`config.mk`:
```
export PLATFORM = sky130hd
export DESIGN_NAME = ambient_threshold_monitor
export DESIGN_NICKNAME = d
export VERILOG_FILES = /design/src/logic/ambient_monitor_pkg.sv /design/src/logic/ambient_threshold_monitor.sv
export SDC_FILE = /design/constraint.sdc
export NUM_CORES = 1
export LEC_CHECK = 0
export ABC_AREA = 1
export BUFFER_PORTS_ARGS = -buffer_cell sky130_fd_sc_hd__buf_2
export CORE_MARGIN = 4
export CORE_UTILIZATION = 58
export DETAILED_ROUTE_END_ITERATION = 7
export PLACE_DENSITY_LB_ADDON = 0.08
export SLEW_MARGIN = 20
export SYNTH_ARGS = -nofsm -noshare
export SYNTH_HDL_FRONTEND = slang
export SYNTH_SLANG_ARGS = --single-unit
```
`constraint.sdc`:
```
create_clock -name sys_clk -period 3.1 [get_ports sys_clk]
set_clock_uncertainty 0.15 [all_clocks]
set_input_delay 0.155 -clock sys_clk [delete_from_list [all_inputs] [get_ports sys_clk]]
set_output_delay 0.155 -clock sys_clk [all_outputs]
set_load 0.01 [all_outputs]
```
`src/logic/ambient_monitor_pkg.sv`:
```
// Purpose: shared constants and carriers for the ambient light threshold monitor
// Assumes: 32-bit APB data, one register per aligned word, index times four is the address
// Notes:   status bit n of the flags word belongs to slot (n / 4), channel (n % 4) + 1
package ambient_monitor_pkg;

    // bus geometry
    localparam int unsigned ADDR_W   = 12;            // byte address width seen by the slave
    localparam int unsigned DATA_W   = 32;            // apb data width
    localparam int unsigned STRB_W   = DATA_W / 8;    // byte strobes

    // register indices as printed; byte address is four times the index
    localparam logic [9:0] FLAGS_IDX  = 10'h004;      // background_light_flags
    localparam logic [9:0] SLOT_A_IDX = 10'h016;      // slot_a_background_threshold_cfg
    localparam logic [9:0] SLOT_B_IDX = 10'h01c;      // slot_b_background_threshold_cfg
    localparam logic [ADDR_W-1:0] FLAGS_ADDR  = {FLAGS_IDX, 2'h0};
    localparam logic [ADDR_W-1:0] SLOT_A_ADDR = {SLOT_A_IDX, 2'h0};
    localparam logic [ADDR_W-1:0] SLOT_B_ADDR = {SLOT_B_IDX, 2'h0};

    // geometry of the monitor
    localparam int unsigned SLOTS    = 2;             // slot a and slot b
    localparam int unsigned CHANNELS = 4;             // channels per slot
    localparam int unsigned LANES    = SLOTS * CHANNELS;
    localparam int unsigned CNT_W    = 5;             // wide enough to hold sixteen
    localparam int unsigned REG_W    = 16;            // width of each configuration register

    // configuration word layout
    localparam int unsigned LIMIT_LSB  = 0;           // ambient limit, 14 bits
    localparam int unsigned LIMIT_W    = 14;
    localparam int unsigned TARGET_LSB = 14;          // exceed target code, 2 bits
    localparam int unsigned TARGET_W   = 2;

    // exceed target codes and the counts they stand for
    localparam logic [TARGET_W-1:0] TARGET_NEVER   = 2'h0;
    localparam logic [TARGET_W-1:0] TARGET_ONE     = 2'h1;
    localparam logic [TARGET_W-1:0] TARGET_FOUR    = 2'h2;
    localparam logic [TARGET_W-1:0] TARGET_SIXTEEN = 2'h3;
    localparam logic [CNT_W-1:0]    COUNT_NONE     = 5'h00;
    localparam logic [CNT_W-1:0]    COUNT_ONE      = 5'h01;
    localparam logic [CNT_W-1:0]    COUNT_FOUR     = 5'h04;
    localparam logic [CNT_W-1:0]    COUNT_SIXTEEN  = 5'h10;

    // reset values
    localparam logic [REG_W-1:0]  CFG_RESET   = 16'h0000;
    localparam logic [LANES-1:0]  FLAGS_RESET = 8'h00;

    // one adc result tagged with where it came from
    typedef struct packed {
        logic               valid;     // one-cycle strobe, result is present
        logic               slot_b;    // 0 slot a, 1 slot b
        logic [1:0]         chan;      // 0 is channel 1
        logic               subtract;  // result belongs to a float-mode subtract cycle
        logic [LIMIT_W-1:0] result;    // adc result
    } sample_t;

    // apb request from the master
    typedef struct packed {
        logic              psel;
        logic              penable;
        logic              pwrite;
        logic [ADDR_W-1:0] paddr;
        logic [DATA_W-1:0] pwdata;
        logic [STRB_W-1:0] pstrb;
    } apb_req_t;

    // apb answer to the master
    typedef struct packed {
        logic [DATA_W-1:0] prdata;
        logic              pready;
        logic              pslverr;
    } apb_rsp_t;

endpackage

```
`src/logic/ambient_threshold_monitor.sv`:
```
// Purpose: counts adc results above a per-slot ambient limit and raises sticky flags
// Assumes: one sample per cycle at most; apb master follows setup then access
// Notes:   zero-wait slave, pready rises in the first access cycle
//
// How it works
// - slot a subtract results above limit counted
// - slot a code picks never, 1, 4, 16
// - slot b code uses same encoding
// - slot b counts subtract results, own limit
// - slot b flags sit in bits 7:4
// - slot a flags sit in bits 3:0
// - reading flags clears slot b bits
// - reading clears slot a, flags not writable
// - slot b limit in low 14 bits
//
// Our own choice: register access over APB.
`timescale 1ns/1ps
module ambient_threshold_monitor (
    input  wire logic                            sys_clk,
    input  wire logic                            rst_b,
    input  wire ambient_monitor_pkg::apb_req_t   apb_req,
    output      ambient_monitor_pkg::apb_rsp_t   apb_rsp,
    input  wire ambient_monitor_pkg::sample_t    sample_in
);
    import ambient_monitor_pkg::*;

    // register selection codes
    typedef enum logic [1:0] {
        SEL_FLAGS  = 2'b00,
        SEL_SLOT_A = 2'b01,
        SEL_SLOT_B = 2'b10,
        SEL_NONE   = 2'b11
    } reg_sel_t;

    logic [REG_W-1:0] cfg_ff      [SLOTS];   // threshold configuration, index 0 is slot a
    logic [LANES-1:0] flags_ff;              // sticky status, lane = slot*4 + channel
    logic [CNT_W-1:0] cnt_ff      [LANES];   // exceed counters
    logic [LANES-1:0] clr_mask_ff;           // flag bits returned by the read in flight
    apb_rsp_t         rsp_ff;                // registered bus answer

    logic             setup_phase;           // first cycle of a transfer
    logic             done_phase;            // completing edge of a transfer
    reg_sel_t         sel;                   // decoded register
    logic [LANES-1:0] clr_now;               // flags cleared at this edge
    logic [LANES-1:0] hit;                   // lane counts a new exceedance
    logic [LANES-1:0] set_vec;               // lane reaches its target now
    logic [CNT_W-1:0] base   [LANES];        // counter after any restart
    logic [CNT_W-1:0] nxt_cnt [LANES];       // counter next value
    logic [CNT_W-1:0] tgt    [LANES];        // target count of each lane

    assign apb_rsp = rsp_ff;

    // target count for a 2-bit code
    function automatic logic [CNT_W-1:0] target_count(input logic [TARGET_W-1:0] code);
        logic [CNT_W-1:0] n;
        n = COUNT_NONE;
        unique case (code)
            TARGET_NEVER:   n = COUNT_NONE;
            TARGET_ONE:     n = COUNT_ONE;
            TARGET_FOUR:    n = COUNT_FOUR;
            TARGET_SIXTEEN: n = COUNT_SIXTEEN;
        endcase
        return n;
    endfunction

    // map a byte address to a register
    // addresses with low bits set fall through to the error answer
    function automatic reg_sel_t decode(input logic [ADDR_W-1:0] addr);
        reg_sel_t s;
        s = SEL_NONE;
        if (addr == FLAGS_ADDR) begin
            s = SEL_FLAGS;
        end else if (addr == SLOT_A_ADDR) begin
            s = SEL_SLOT_A;
        end else if (addr == SLOT_B_ADDR) begin
            s = SEL_SLOT_B;
        end
        return s;
    endfunction

    // byte-lane merge of a write into a 16-bit register
    function automatic logic [REG_W-1:0] merge(input logic [REG_W-1:0]  old,
                                               input logic [DATA_W-1:0] wdata,
                                               input logic [STRB_W-1:0] strb);
        logic [REG_W-1:0] v;
        v = old;
        if (strb[0]) begin
            v[7:0] = wdata[7:0];
        end
        if (strb[1]) begin
            v[15:8] = wdata[15:8];
        end
        return v;
    endfunction

    // bus phase decode
    always_comb begin
        setup_phase = apb_req.psel & ~apb_req.penable;
        done_phase  = apb_req.psel & apb_req.penable & rsp_ff.pready;
        sel         = decode(apb_req.paddr);
        clr_now     = done_phase ? clr_mask_ff : '0;
    end

    // per-lane compare, count and target logic
    always_comb begin
        for (int i = 0; i < LANES; i++) begin
            // slot a lanes 0..3 feed bits 3:0, slot b lanes 4..7 feed bits 7:4
            tgt[i]     = target_count(cfg_ff[i / CHANNELS][TARGET_LSB +: TARGET_W]);
            base[i]    = clr_now[i] ? COUNT_NONE : cnt_ff[i];
            hit[i]     = sample_in.valid & sample_in.subtract
                       & ({sample_in.slot_b, sample_in.chan} == 3'(i))
                       & (sample_in.result >
                          cfg_ff[i / CHANNELS][LIMIT_LSB +: LIMIT_W])
                       & (tgt[i] != COUNT_NONE)
                       & (base[i] < tgt[i]);
            nxt_cnt[i] = base[i] + CNT_W'(hit[i]);
            set_vec[i] = hit[i] & (nxt_cnt[i] == tgt[i]);
        end
    end

    // exceed counters
    always_ff @(posedge sys_clk or negedge rst_b) begin
        if (!rst_b) begin
            for (int i = 0; i < LANES; i++) begin
                cnt_ff[i] <= COUNT_NONE;
            end
        end else begin
            for (int i = 0; i < LANES; i++) begin
                cnt_ff[i] <= nxt_cnt[i];
            end
        end
    end

    // sticky flags, a new set wins over the read clear
    always_ff @(posedge sys_clk or negedge rst_b) begin
        if (!rst_b) begin
            flags_ff <= FLAGS_RESET;
        end else begin
            flags_ff <= (flags_ff & ~clr_now) | set_vec;
        end
    end

    // configuration writes at the completing edge
    always_ff @(posedge sys_clk or negedge rst_b) begin
        if (!rst_b) begin
            cfg_ff[0] <= CFG_RESET;
            cfg_ff[1] <= CFG_RESET;
        end else if (done_phase & apb_req.pwrite) begin
            if (sel == SEL_SLOT_A) begin
                cfg_ff[0] <= merge(cfg_ff[0], apb_req.pwdata, apb_req.pstrb);
            end
            if (sel == SEL_SLOT_B) begin
                cfg_ff[1] <= merge(cfg_ff[1], apb_req.pwdata, apb_req.pstrb);
            end
        end
    end

    // which flag bits the pending read returned
    // a flag set between setup and completion was not returned, so it survives
    // the clear and is seen by the next read
    always_ff @(posedge sys_clk or negedge rst_b) begin
        if (!rst_b) begin
            clr_mask_ff <= FLAGS_RESET;
        end else if (setup_phase) begin
            // only a read of the flags word clears anything
            clr_mask_ff <= (!apb_req.pwrite && sel == SEL_FLAGS) ? flags_ff : '0;
        end else if (done_phase) begin
            clr_mask_ff <= '0;
        end
    end

    // bus answer, captured at setup so it is ready in the access cycle
    always_ff @(posedge sys_clk or negedge rst_b) begin
        if (!rst_b) begin
            rsp_ff <= '0;
        end else begin
            rsp_ff.pready  <= setup_phase;
            rsp_ff.pslverr <= setup_phase & (sel == SEL_NONE);
            // read data stands only in the access cycle, zero at every other edge
            rsp_ff.prdata  <= '0;
            if (setup_phase && !apb_req.pwrite) begin
                unique case (sel)
                    SEL_FLAGS:  rsp_ff.prdata <= DATA_W'(flags_ff);
                    SEL_SLOT_A: rsp_ff.prdata <= DATA_W'(cfg_ff[0]);
                    SEL_SLOT_B: rsp_ff.prdata <= DATA_W'(cfg_ff[1]);
                    SEL_NONE:   rsp_ff.prdata <= '0;
                endcase
            end
        end
    end

    // ready follows setup by one cycle
    ready_after_setup_a: assert property (
        @(posedge sys_clk) disable iff (!rst_b)
        setup_phase |=> rsp_ff.pready && !$past(rsp_ff.pready))
        else $error("pready did not follow setup");

    // ready drops after a completed transfer
    ready_one_cycle_a: assert property (
        @(posedge sys_clk) disable iff (!rst_b)
        done_phase |=> !rsp_ff.pready)
        else $error("pready stayed high after completion");

    // unmapped address gives an error answer
    unmapped_error_a: assert property (
        @(posedge sys_clk) disable iff (!rst_b)
        setup_phase && sel == SEL_NONE |=> rsp_ff.pslverr && rsp_ff.prdata == '0)
        else $error("unmapped access not flagged");

    // a read returns the flags held before clearing
    flags_readback_a: assert property (
        @(posedge sys_clk) disable iff (!rst_b)
        setup_phase && !apb_req.pwrite && sel == SEL_FLAGS
        |=> rsp_ff.prdata == DATA_W'($past(flags_ff)))
        else $error("flags read did not return held value");

    // completed read clears the returned bits unless newly set
    read_clears_a: assert property (
        @(posedge sys_clk) disable iff (!rst_b)
        done_phase && clr_mask_ff != '0
        |=> (flags_ff & $past(clr_mask_ff) & ~$past(set_vec)) == '0)
        else $error("read did not clear flags");

    // a write to the flags word changes nothing but new sets
    flags_no_write_a: assert property (
        @(posedge sys_clk) disable iff (!rst_b)
        done_phase && apb_req.pwrite && sel == SEL_FLAGS
        |=> flags_ff == ($past(flags_ff) | $past(set_vec)))
        else $error("flags word was written");

    // slot a flags never rise with code never
    slot_a_never_a: assert property (
        @(posedge sys_clk) disable iff (!rst_b)
        (flags_ff[3:0] & ~$past(flags_ff[3:0])) != 4'h0
        |-> $past(cfg_ff[0][TARGET_LSB +: TARGET_W]) != TARGET_NEVER)
        else $error("slot a flag rose with target never");

    // slot b flags never rise with code never
    slot_b_never_a: assert property (
        @(posedge sys_clk) disable iff (!rst_b)
        (flags_ff[7:4] & ~$past(flags_ff[7:4])) != 4'h0
        |-> $past(cfg_ff[1][TARGET_LSB +: TARGET_W]) != TARGET_NEVER)
        else $error("slot b flag rose with target never");

    // the flags word reads zero above the eight status bits
    flags_upper_zero_a: assert property (
        @(posedge sys_clk) disable iff (!rst_b)
        setup_phase && !apb_req.pwrite && sel == SEL_FLAGS
        |=> rsp_ff.prdata[DATA_W-1:LANES] == '0)
        else $error("flags word has bits above the status field");

    // a full slot a write lands at the completing edge
    slot_a_write_a: assert property (
        @(posedge sys_clk) disable iff (!rst_b)
        done_phase && apb_req.pwrite && sel == SEL_SLOT_A && apb_req.pstrb[1:0] == 2'h3
        |=> cfg_ff[0] == $past(apb_req.pwdata[REG_W-1:0]))
        else $error("slot a configuration write did not land");

    // a full slot b write lands at the completing edge, upper half ignored
    slot_b_write_a: assert property (
        @(posedge sys_clk) disable iff (!rst_b)
        done_phase && apb_req.pwrite && sel == SEL_SLOT_B && apb_req.pstrb[1:0] == 2'h3
        |=> cfg_ff[1] == $past(apb_req.pwdata[REG_W-1:0]))
        else $error("slot b configuration write did not land");

    // per-lane checks on counter and flag
    for (genvar g = 0; g < LANES; g++) begin : lane_chk
        // a flag rises only when the counter reached its target
        flag_at_target_a: assert property (
            @(posedge sys_clk) disable iff (!rst_b)
            $rose(flags_ff[g]) |-> cnt_ff[g] == $past(tgt[g]))
            else $error("flag rose before target reached");

        // a counter step needs a subtract result above the limit
        count_step_a: assert property (
            @(posedge sys_clk) disable iff (!rst_b)
            cnt_ff[g] != COUNT_NONE && cnt_ff[g] != $past(cnt_ff[g])
            |-> $past(sample_in.valid) && $past(sample_in.subtract)
                && $past(sample_in.result) > $past(cfg_ff[g / CHANNELS][LIMIT_LSB +: LIMIT_W]))
            else $error("counter moved without an exceedance");

        // a counter at target sets its flag at once
        set_flag_a: assert property (
            @(posedge sys_clk) disable iff (!rst_b)
            set_vec[g] |=> flags_ff[g] && cnt_ff[g] == $past(tgt[g]))
            else $error("target reached but flag not set");

        // a counter at or above its target holds until its flag is cleared
        // lowering the target to or below the count freezes the counter rather than flagging
        count_hold_a: assert property (
            @(posedge sys_clk) disable iff (!rst_b)
            cnt_ff[g] >= tgt[g] && !clr_now[g]
            |=> cnt_ff[g] == $past(cnt_ff[g]))
            else $error("counter moved past its target");

        // a cleared flag restarts its counter, a hit at that edge counts once
        count_restart_a: assert property (
            @(posedge sys_clk) disable iff (!rst_b)
            clr_now[g] |=> cnt_ff[g] <= COUNT_ONE)
            else $error("counter did not restart after clear");

        // only results tagged with this slot and channel move its counter
        lane_route_a: assert property (
            @(posedge sys_clk) disable iff (!rst_b)
            cnt_ff[g] != COUNT_NONE && cnt_ff[g] != $past(cnt_ff[g])
            |-> $past({sample_in.slot_b, sample_in.chan}) == 3'(g))
            else $error("counter moved for another lane");
    end

endmodule

```
==> reports/metrics.yaml, run 1 <==
status: "finished clean"
clk_latency_ns: 0.35
row_count: 40
maxCapViolCount: 0
final_common_cell: "nand2_1"
area_growth_pct: 18.7
ant_nets: 0
grt_pass1_wl_mm: 28.3
worstMarginPinSlew_ns: 0.705
antenna_found_initial: 0
die_w_um: 120
fin_crit_sh: 0.942
cts_buffers: 9
fill_cells: 1050
hpwl_mm: 12.4
cts_root_buf: "clkbuf_16"
hold_violations: 0
via_per_inst: 5.10
maxSlewViolCount: 0
min_period_ns: 2.92
drc: 0
grt_max_degree: 55
cts_htree_levels: 3
slew_headroom: 0.530
track_usage: 0.243
ys_seq_area_frac: 0.364
holdWs_ns: 0.0374
clock_path_buffers: 2
ioPinCount: 106
first_iter_violations: 459
fp.coreArea_sq_mm: 0.0122
routed_wl_mm: 16.9
via_count: 6534
clkTransAtPathRegs_ns: 0.07
synth.distinct_cells: 35
die_area_sq_mm: 0.0144
syn_inst: 993
layout_common_cells: "295 x nand2_1, 180 x inv_1, 105 x dfrtp_1"
cp_data_required_time_ns: 3.24
max_freq_mhz: 342
place.gp.congestion: 0.875
cts.sinks: 106
hold_path_class: "in2reg"
dpl_worst_slack_ns: 0.0253
setup_viol: 0
wl_per_cell_um: 13.2
gr-total-overflow: 0
cts_tree: "yes"
power.density_mw_per_mm2: 343
synth.cell_area_sq_mm: 0.00729
drive_gt1_frac: 0.194
criticalPathCategory: "reg2reg"
initial_core_util: 0.599
nets: 1242
rsz0062_at_grt: "yes"
die_y_um: 120
portBuffers: 71
grt_pass1_vias: 6049
path_max_fanout: 8
crit_path_end_kind: "flip-flop"
dr.pass1.iters: 5
power_leakage_uw: 0.00473
finalWorstSetupSlack_ns: 0.180
diodes: 0
cp.arrival_ns: 3.06
synth_seq_cells: 106
cp-start-kind: "flip-flop"
syn_area_per_cell_sq_um: 7.34
yosysWarnings: 0
ir_drop_mv: 0.414
==> final cells by class <==
| class | instances | area [sq um] | area share |
|---|---|---|---|
| tap | 168 | 210 | 0.0243 |
| inverter | 184 | 691 | 0.0798 |
| clock inverter | 4 | 98.8 | 0.0114 |
| clock buffer | 11 | 243 | 0.0281 |
| timing repair buffer | 123 | 811 | 0.0937 |
| sequential | 106 | 2650 | 0.307 |
| multi-input combinational | 686 | 3940 | 0.456 |
==> critical path: stages (launching register included) <==
cell and delay [ns]:
dfrtp_2 0.48, buf_4 0.17, nand4_2 0.12, nand2_2 0.11, inv_1 0.07, ha_1 0.21
nor4_2 0.25, nand3_1 0.13, nor2_2 0.15, ha_1 0.18, ha_2 0.20, nand4_1 0.13
inv_1 0.11, nand2_1 0.07, nand3_1 0.07, nand2_1 0.05, nor2_1 0.08, nand2_1 0.06
nand2_1 0.06
==> cells by family (layout without fill, tap and decap cells) <==
kind of cell / after synthesis / count (layout) / share of synthesized area
compound gates: 99 / 99 / 0.0859
fa+ha+maj: 60 / 60 / 0.103
buf+inv: 216 / 322 / 0.130
flops: 106 / 106 / 0.364
other cells: 1 / 16 / 0.000515
simple gates: 511 / 511 / 0.316
==> cell usage after synthesis, drive strengths merged <==
| cell type | instances | share of area |
|---|---|---|
| nand2 | 310 | 0.16 |
| nand3 | 74 | 0.053 |
| a21oi | 25 | 0.017 |
| buf | 32 | 0.036 |
| nor3b | 3 | 0.0053 |
| inv | 184 | 0.095 |
| o22ai | 6 | 0.0052 |
| o31ai | 4 | 0.0041 |
| nor4 | 7 | 0.0060 |
| nor3 | 10 | 0.0069 |
| ha | 60 | 0.10 |
| o21bai | 5 | 0.0052 |
| o21ai | 41 | 0.036 |
| o211ai | 10 | 0.010 |
| or2 | 8 | 0.0069 |
| nand3b | 11 | 0.011 |
| a21boi | 4 | 0.0041 |
| dfrtp | 106 | 0.36 |
| nor2 | 57 | 0.035 |
| a31oi | 4 | 0.0034 |
| nand4 | 31 | 0.031 |
| conb | 1 | 0.00051 |
==> per-stage QoR <==
step	total power, uW	std cells	TNS [ns]	cell area (sq um)	utilization
finish	2960	1282	0	8650	0.711
global route	3090	1282	-0.302	8650	0.711
CTS	2980	1269	0	8350	0.686
detailed placement	1630	1237	0	7830	0.644
global placement	1630	1237	0	7830	0.644
floorplan	1550	1008	0	7340	-
==> flip-flops by register name, indices dropped and copies added, names as in the netlist <==
register     cells
apb_rsp         18
cfg_ff          32
clr_mask_ff      8
cnt_ff          40
flags_ff         8
==> per-layer routing <==
layer / vias to the layer above / GRT usage / routed length [um]
met4: 0 / 0.0544 / 248
met5: - / 0 / 0
met3: 19 / 0.0518 / 887
li1: 3381 / - / -
met1: 2968 / 0.322 / 7740
met2: 166 / 0.408 / 8060
==> worst paths after layout <==
check	start	endpoint	slack [ns]	cells after the start
setup / recovery	apb_rsp[1]	flags_ff[2]	0.18	18
hold / removal	apb_req[50]	apb_rsp[1]	0.04	3
setup reg to reg	apb_rsp[1]	flags_ff[2]	0.18	18
hold reg to reg	flags_ff[4]	flags_ff[4]	0.33	2
max in group asynchronous	rst_b	flags_ff[7]	1.83	3
min in group asynchronous	rst_b	cfg_ff[18]	0.24	2
==> power by group <==
| part | leakage [uW] | internal (uW) | switching (uW) |
|---|---|---|---|
| Combinational | 0.00311 | 92.2 | 148 |
| Sequential | 0.00146 | 1390 | 4.92 |
| Clock | 0.000166 | 811 | 520 |
| Total | 0.00473 | 2290 | 673 |
==> what timing repair did <==
item | in CTS | in global routing
hold buffers | 17 | 0
gates resized for setup | 2 | 59
buffers inserted | 0 | 13
endpoints found under the hold margin | 85 | 0
pin swaps | 0 | 31
setup endpoints to repair | 2 | 11
Power figures use the tool's default switching activity.
==> run 2, diff against run 1 <==
- BUFFER_PORTS_ARGS: -buffer_cell sky130_fd_sc_hd__buf_2 -> not set
- CORE_MARGIN: 4 -> not set
- CORE_UTILIZATION: 58 -> 65
- DONT_BUFFER_PORTS: not set -> 1
==> reports/metrics.yaml, run 2 (synthesis gave the netlist of run 1 again) <==
max_freq_mhz: 335
wl_per_cell_um: 14.5
dr_wl_met3_um: 852
nets: 1193
cpMostUsedCell: "nand2_1"
clkTransAtPathRegs_ns: 0.12
path_max_fanout: 5
hpwl_mm: 12.0
drc: 0
cp.arrival_ns: 3.19
maxSlewViolCount: 0
cts_buffers: 9
hold_violations: 0
fin_util: 0.780
portBuffers: 0
status: "finished clean"
critPathSlowestCell: "dfrtp_1"
drive_gt1_frac: 0.162
finalWorstSetupSlack_ns: 0.111
grt_pass1_vias: 5931
met2_length_mm: 8.61
ioPinCount: 106
via_per_inst: 5.40
power.density_mw_per_mm2: 298
power_leakage_uw: 0.00448
place.gp.congestion: 0.855
criticalPathCategory: "reg2reg"
grt_pass1_wl_mm: 27.3
first_iter_violations: 505
min_period_ns: 2.99
setup_viol: 0
cp_data_required_time_ns: 3.30
ant_nets: 0
area_growth_pct: 16.6
via_count: 6516
fp.coreArea_sq_mm: 0.0109
cts_root_buf: "clkbuf_8"
initial_core_util: 0.669
wl_met1_mm: 7.70
diodes: 0
fin_crit_sh: 0.964
antenna_found_initial: 0
dpl_worst_slack_ns: 0.0145
clk_latency_ns: 0.41
grt_max_degree: 107
cts.sinks: 106
slew_headroom: 0.597
dr.pass1.iters: 5
largest-register: "cnt_ff"
die_area_sq_mm: 0.0116
ir_drop_mv: 0.288
worstMarginPinSlew_ns: 0.605
layout_common_cells: "292 x nand2_1, 179 x inv_1, 105 x dfrtp_1"
row_count: 38
highest_layer: "met4"
crit_path_end_kind: "flip-flop"
hold_path_class: "in2reg"
largest_reg_flops: 40
crit_buf_inv: 4
cp_top_family: "simple AND/OR/NAND/NOR gates"
maxCapViolCount: 0
clock_path_buffers: 2
die_w_um: 108
cp_slowest_stage_delay_ns: 0.42
cp-start-kind: "flip-flop"
rsz0062_at_grt: "yes"
routed_wl_mm: 17.5
gr-total-overflow: 0
track_usage: 0.305
worstPathCellList: "buf_6 -> clkbuf_16 -> nand4_4 -> buf_6 -> nand2_1 -> inv_1 -> ha_1 -> nand2_1 -> a21boi_1 -> nor2_2 -> ha_2 -> nand2_1 -> o211ai_1 -> nand2_1 -> nor2_1 -> nand3_1 -> nor2_1 -> nand2_1 -> nand2_1"
cts_tree: "yes"
fill_cells: 803
final_common_cell: "nand2_1"
die_y_um: 108
cts_htree_levels: 3
run 2: timing repair:
action / 4_1_cts / 5_1_grt
gates cloned: 0 / 1
resized for setup: 1 / 88
hold buffers: 27 / 1
endpoints found under the setup margin: 1 / 11
hold endpoints to repair: 167 / 1
pin swaps: 1 / 58
buffers inserted: 1 / 25
run 2: tightest hold or removal path: cells and delay by family:
family	cells	cell delay, ns
buffers and inverters	1	0.07
AND/OR/NAND/NOR	6	0.33
run 2: metal layers:
layer | track usage | up-vias
met5 | 0 | -
met4 | 0.108 | 0
met3 | 0.0466 | 20
met2 | 0.510 | 185
met1 | 0.401 | 3020
li1 | - | 3291
run 2: power breakdown:
group | internal [uW] | total [uW] | switching, uW
Combinational | 80.5 | 219 | 139
Clock | 388 | 923 | 535
Sequential | 1390 | 1390 | 4.39
Total | 1860 | 2530 | 678
run 2: final cells by class:
class	instances	area, sq um	share of cell area
clock buffer	9	124	0.0146
clock inverter	7	86.3	0.0102
inverter	184	691	0.0813
multi-input combinational	686	4070	0.479
sequential	106	2650	0.312
tap	140	175	0.0206
timing repair buffer	74	693	0.0816
run 2: metrics by stage:
| step | power [uW] | cell area, sq um | std cells | TNS, ns | hold WS, ns |
|---|---|---|---|---|---|
| detailed placement | 1550 | 7410 | 1135 | 0 | -0.288 |
| floorplan | 1550 | 7340 | 1008 | 0 | -0.291 |
| global route | 2620 | 8490 | 1206 | -0.329 | 0.0469 |
| finish | 2530 | 8490 | 1206 | 0 | 0.0258 |
| global placement | 1550 | 7410 | 1135 | 0 | -0.289 |
| CTS | 2520 | 7920 | 1179 | 0 | 0.00292 |
run 2: final timing paths:
kind                       slack, ns     endpoint  depth (start not counted)     startpoint
setup / recovery                0.11  flags_ff[6]                         19     apb_rsp[1]
hold / removal                  0.03  flags_ff[1]                          7  sample_in[16]
setup reg to reg                0.11  flags_ff[6]                         19     apb_rsp[1]
hold reg to reg                 0.34  flags_ff[4]                          2    flags_ff[4]
max in group asynchronous       2.17   cfg_ff[31]                          2          rst_b
min in group asynchronous       0.19    cfg_ff[3]                          2          rst_b
==> run 3, diff against run 2 <==
- CORE_UTILIZATION: 65 -> 67
- CTS_BUF_LIST: not set -> sky130_fd_sc_hd__clkbuf_2
==> reports/metrics.yaml, run 3 (synthesis gave the netlist of run 1 again) <==
dr.pass1.iters: 8
cp.arrival_ns: 3.71
largest_reg_flops: 40
layout_common_cells: "293 x nand2_1, 177 x inv_1, 119 x dlygate4sd3_1"
die_y_um: 106
power_leakage_uw: 0.00478
hold_depth: 4
portBuffers: 0
track_usage: 0.361
cp_data_required_time_ns: 3.54
die_area_sq_mm: 0.0113
via_count: 7733
gr-total-overflow: 0
cts_htree_levels: 3
maxSlewViolCount: 0
hold_violations: 21
hpwl_mm: 11.9
grt_max_degree: 107
first_iter_violations: 925
ant_nets: 0
slew_headroom: 0.557
min_period_ns: 3.27
ir_drop_mv: 0.380
rsz0062_at_grt: "yes"
via_per_inst: 6.02
antenna_found_initial: 0
max_freq_mhz: 306
final_common_cell: "nand2_1"
reg2regPathDepth: 20
fill_cells: 479
wl_per_cell_um: 18.6
hold_path_class: "in2reg"
ioPinCount: 106
drc: 1
fin_crit_sh: 1.06
place.gp.congestion: 0.884
setup_viol: 5
area_growth_pct: 26.4
status: "complete, but fails checks"
crit_path_end_kind: "flip-flop"
cts.sinks: 106
clkTransAtPathRegs_ns: 0.32
cp-start-kind: "input pin"
cts_root_buf: "clkbuf_2"
power.density_mw_per_mm2: 259
routed_wl_mm: 23.9
fin_util: 0.884
clock_path_buffers: 2
cts_buffers: 9
maxCapViolCount: 0
holdWs_ns: -0.434
violations: "DRC, hold timing, setup timing"
path_max_fanout: 5
finalWorstSetupSlack_ns: -0.172
die_w_um: 106
clk_latency_ns: 0.71
grt_pass1_vias: 6836
diodes: 0
drive_gt1_frac: 0.144
cts_tree: "yes"
grt_pass1_wl_mm: 31.6
largest-register: "cnt_ff"
nets: 1276
fp.coreArea_sq_mm: 0.0104
worstMarginPinSlew_ns: 0.659
criticalPathCategory: "in2reg"
row_count: 37
initial_core_util: 0.700
run 3: cell count changes in the layout (fill, tap and decap cells not counted), sizes merged:
| cell | delta |
|---|---|
| inv | -1 |
| dlymetal6s4s | -2 |
| buf | -8 |
| clkinv | -1 |
| clkinvlp | +2 |
| clkbuf | -1 |
| dlygate4sd3 | +94 |
run 3: metrics by stage:
step           setup TNS (ns)  total power (uW)  instances  setup slack [ns]  cell area [sq um]
4_1_cts                     0              2330       1261            0.0101               8680
5_1_grt                 -2.16              2460       1285            -0.325               9210
2_1_floorplan               0              1550       1008             0.389               7340
3_5_place_dp                0              1550       1133            0.0614               7420
6_report               -0.464              2390       1285            -0.172               9210
3_3_place_gp                0              1550       1133             0.115               7420
run 3: power breakdown:
part / leakage [uW] / internal [uW] / switching, uW
clock: 0.0000689 / 192 / 525
combinational: 0.00325 / 112 / 162
sequential: 0.00146 / 1390 / 5.74
run 3: worst max-delay path, stage by stage:
cell and delay, ns:
dlygate4sd3_1 0.57, nor2_1 0.10, dlygate4sd3_1 0.58, nand2_1 0.08, nor2_1 0.21, nand2_1 0.21
dlygate4sd3_1 0.75, o22ai_1 0.15, dlygate4sd3_1 0.58, nand2_1 0.09, o31ai_1 0.21
run 3: area by class of cell:
class,instances,area [sq um],area share
clock buffer,9,45.0,0.00489
clock inverter,7,76.3,0.00828
inverter,184,696,0.0755
multi-input combinational,686,4050,0.440
sequential,106,2650,0.288
tap,136,170,0.0185
timing repair buffer,157,1520,0.165
run 3: final timing paths:
check	slack (ns)	startpoint	endpoint
min reg2reg	0.38	flags_ff[0]	flags_ff[0]
max in group asynchronous	1.89	rst_b	cfg_ff[5]
max	-0.17	apb_req[39]	apb_rsp[6]
min in group asynchronous	0.49	rst_b	apb_rsp[6]
min	-0.43	apb_req[49]	cnt_ff[4]
max reg2reg	0.02	apb_rsp[1]	flags_ff[5]
run 3: layer usage:
layer / part of all wire / up-vias / GRT usage
li1: - / 3444 / -
met1: 0.36 / 3589 / 0.423
met2: 0.48 / 538 / 0.616
met3: 0.10 / 162 / 0.0803
met4: 0.065 / 0 / 0.188
met5: 0 / - / 0
run 3: repair_timing:
item                       CTS  global route
pin swaps                    0            39
setup endpoints to repair    2            20
hold buffers               111             9
hold endpoints to repair   212            27
setup buffers                1            15
gates resized for setup      0            86
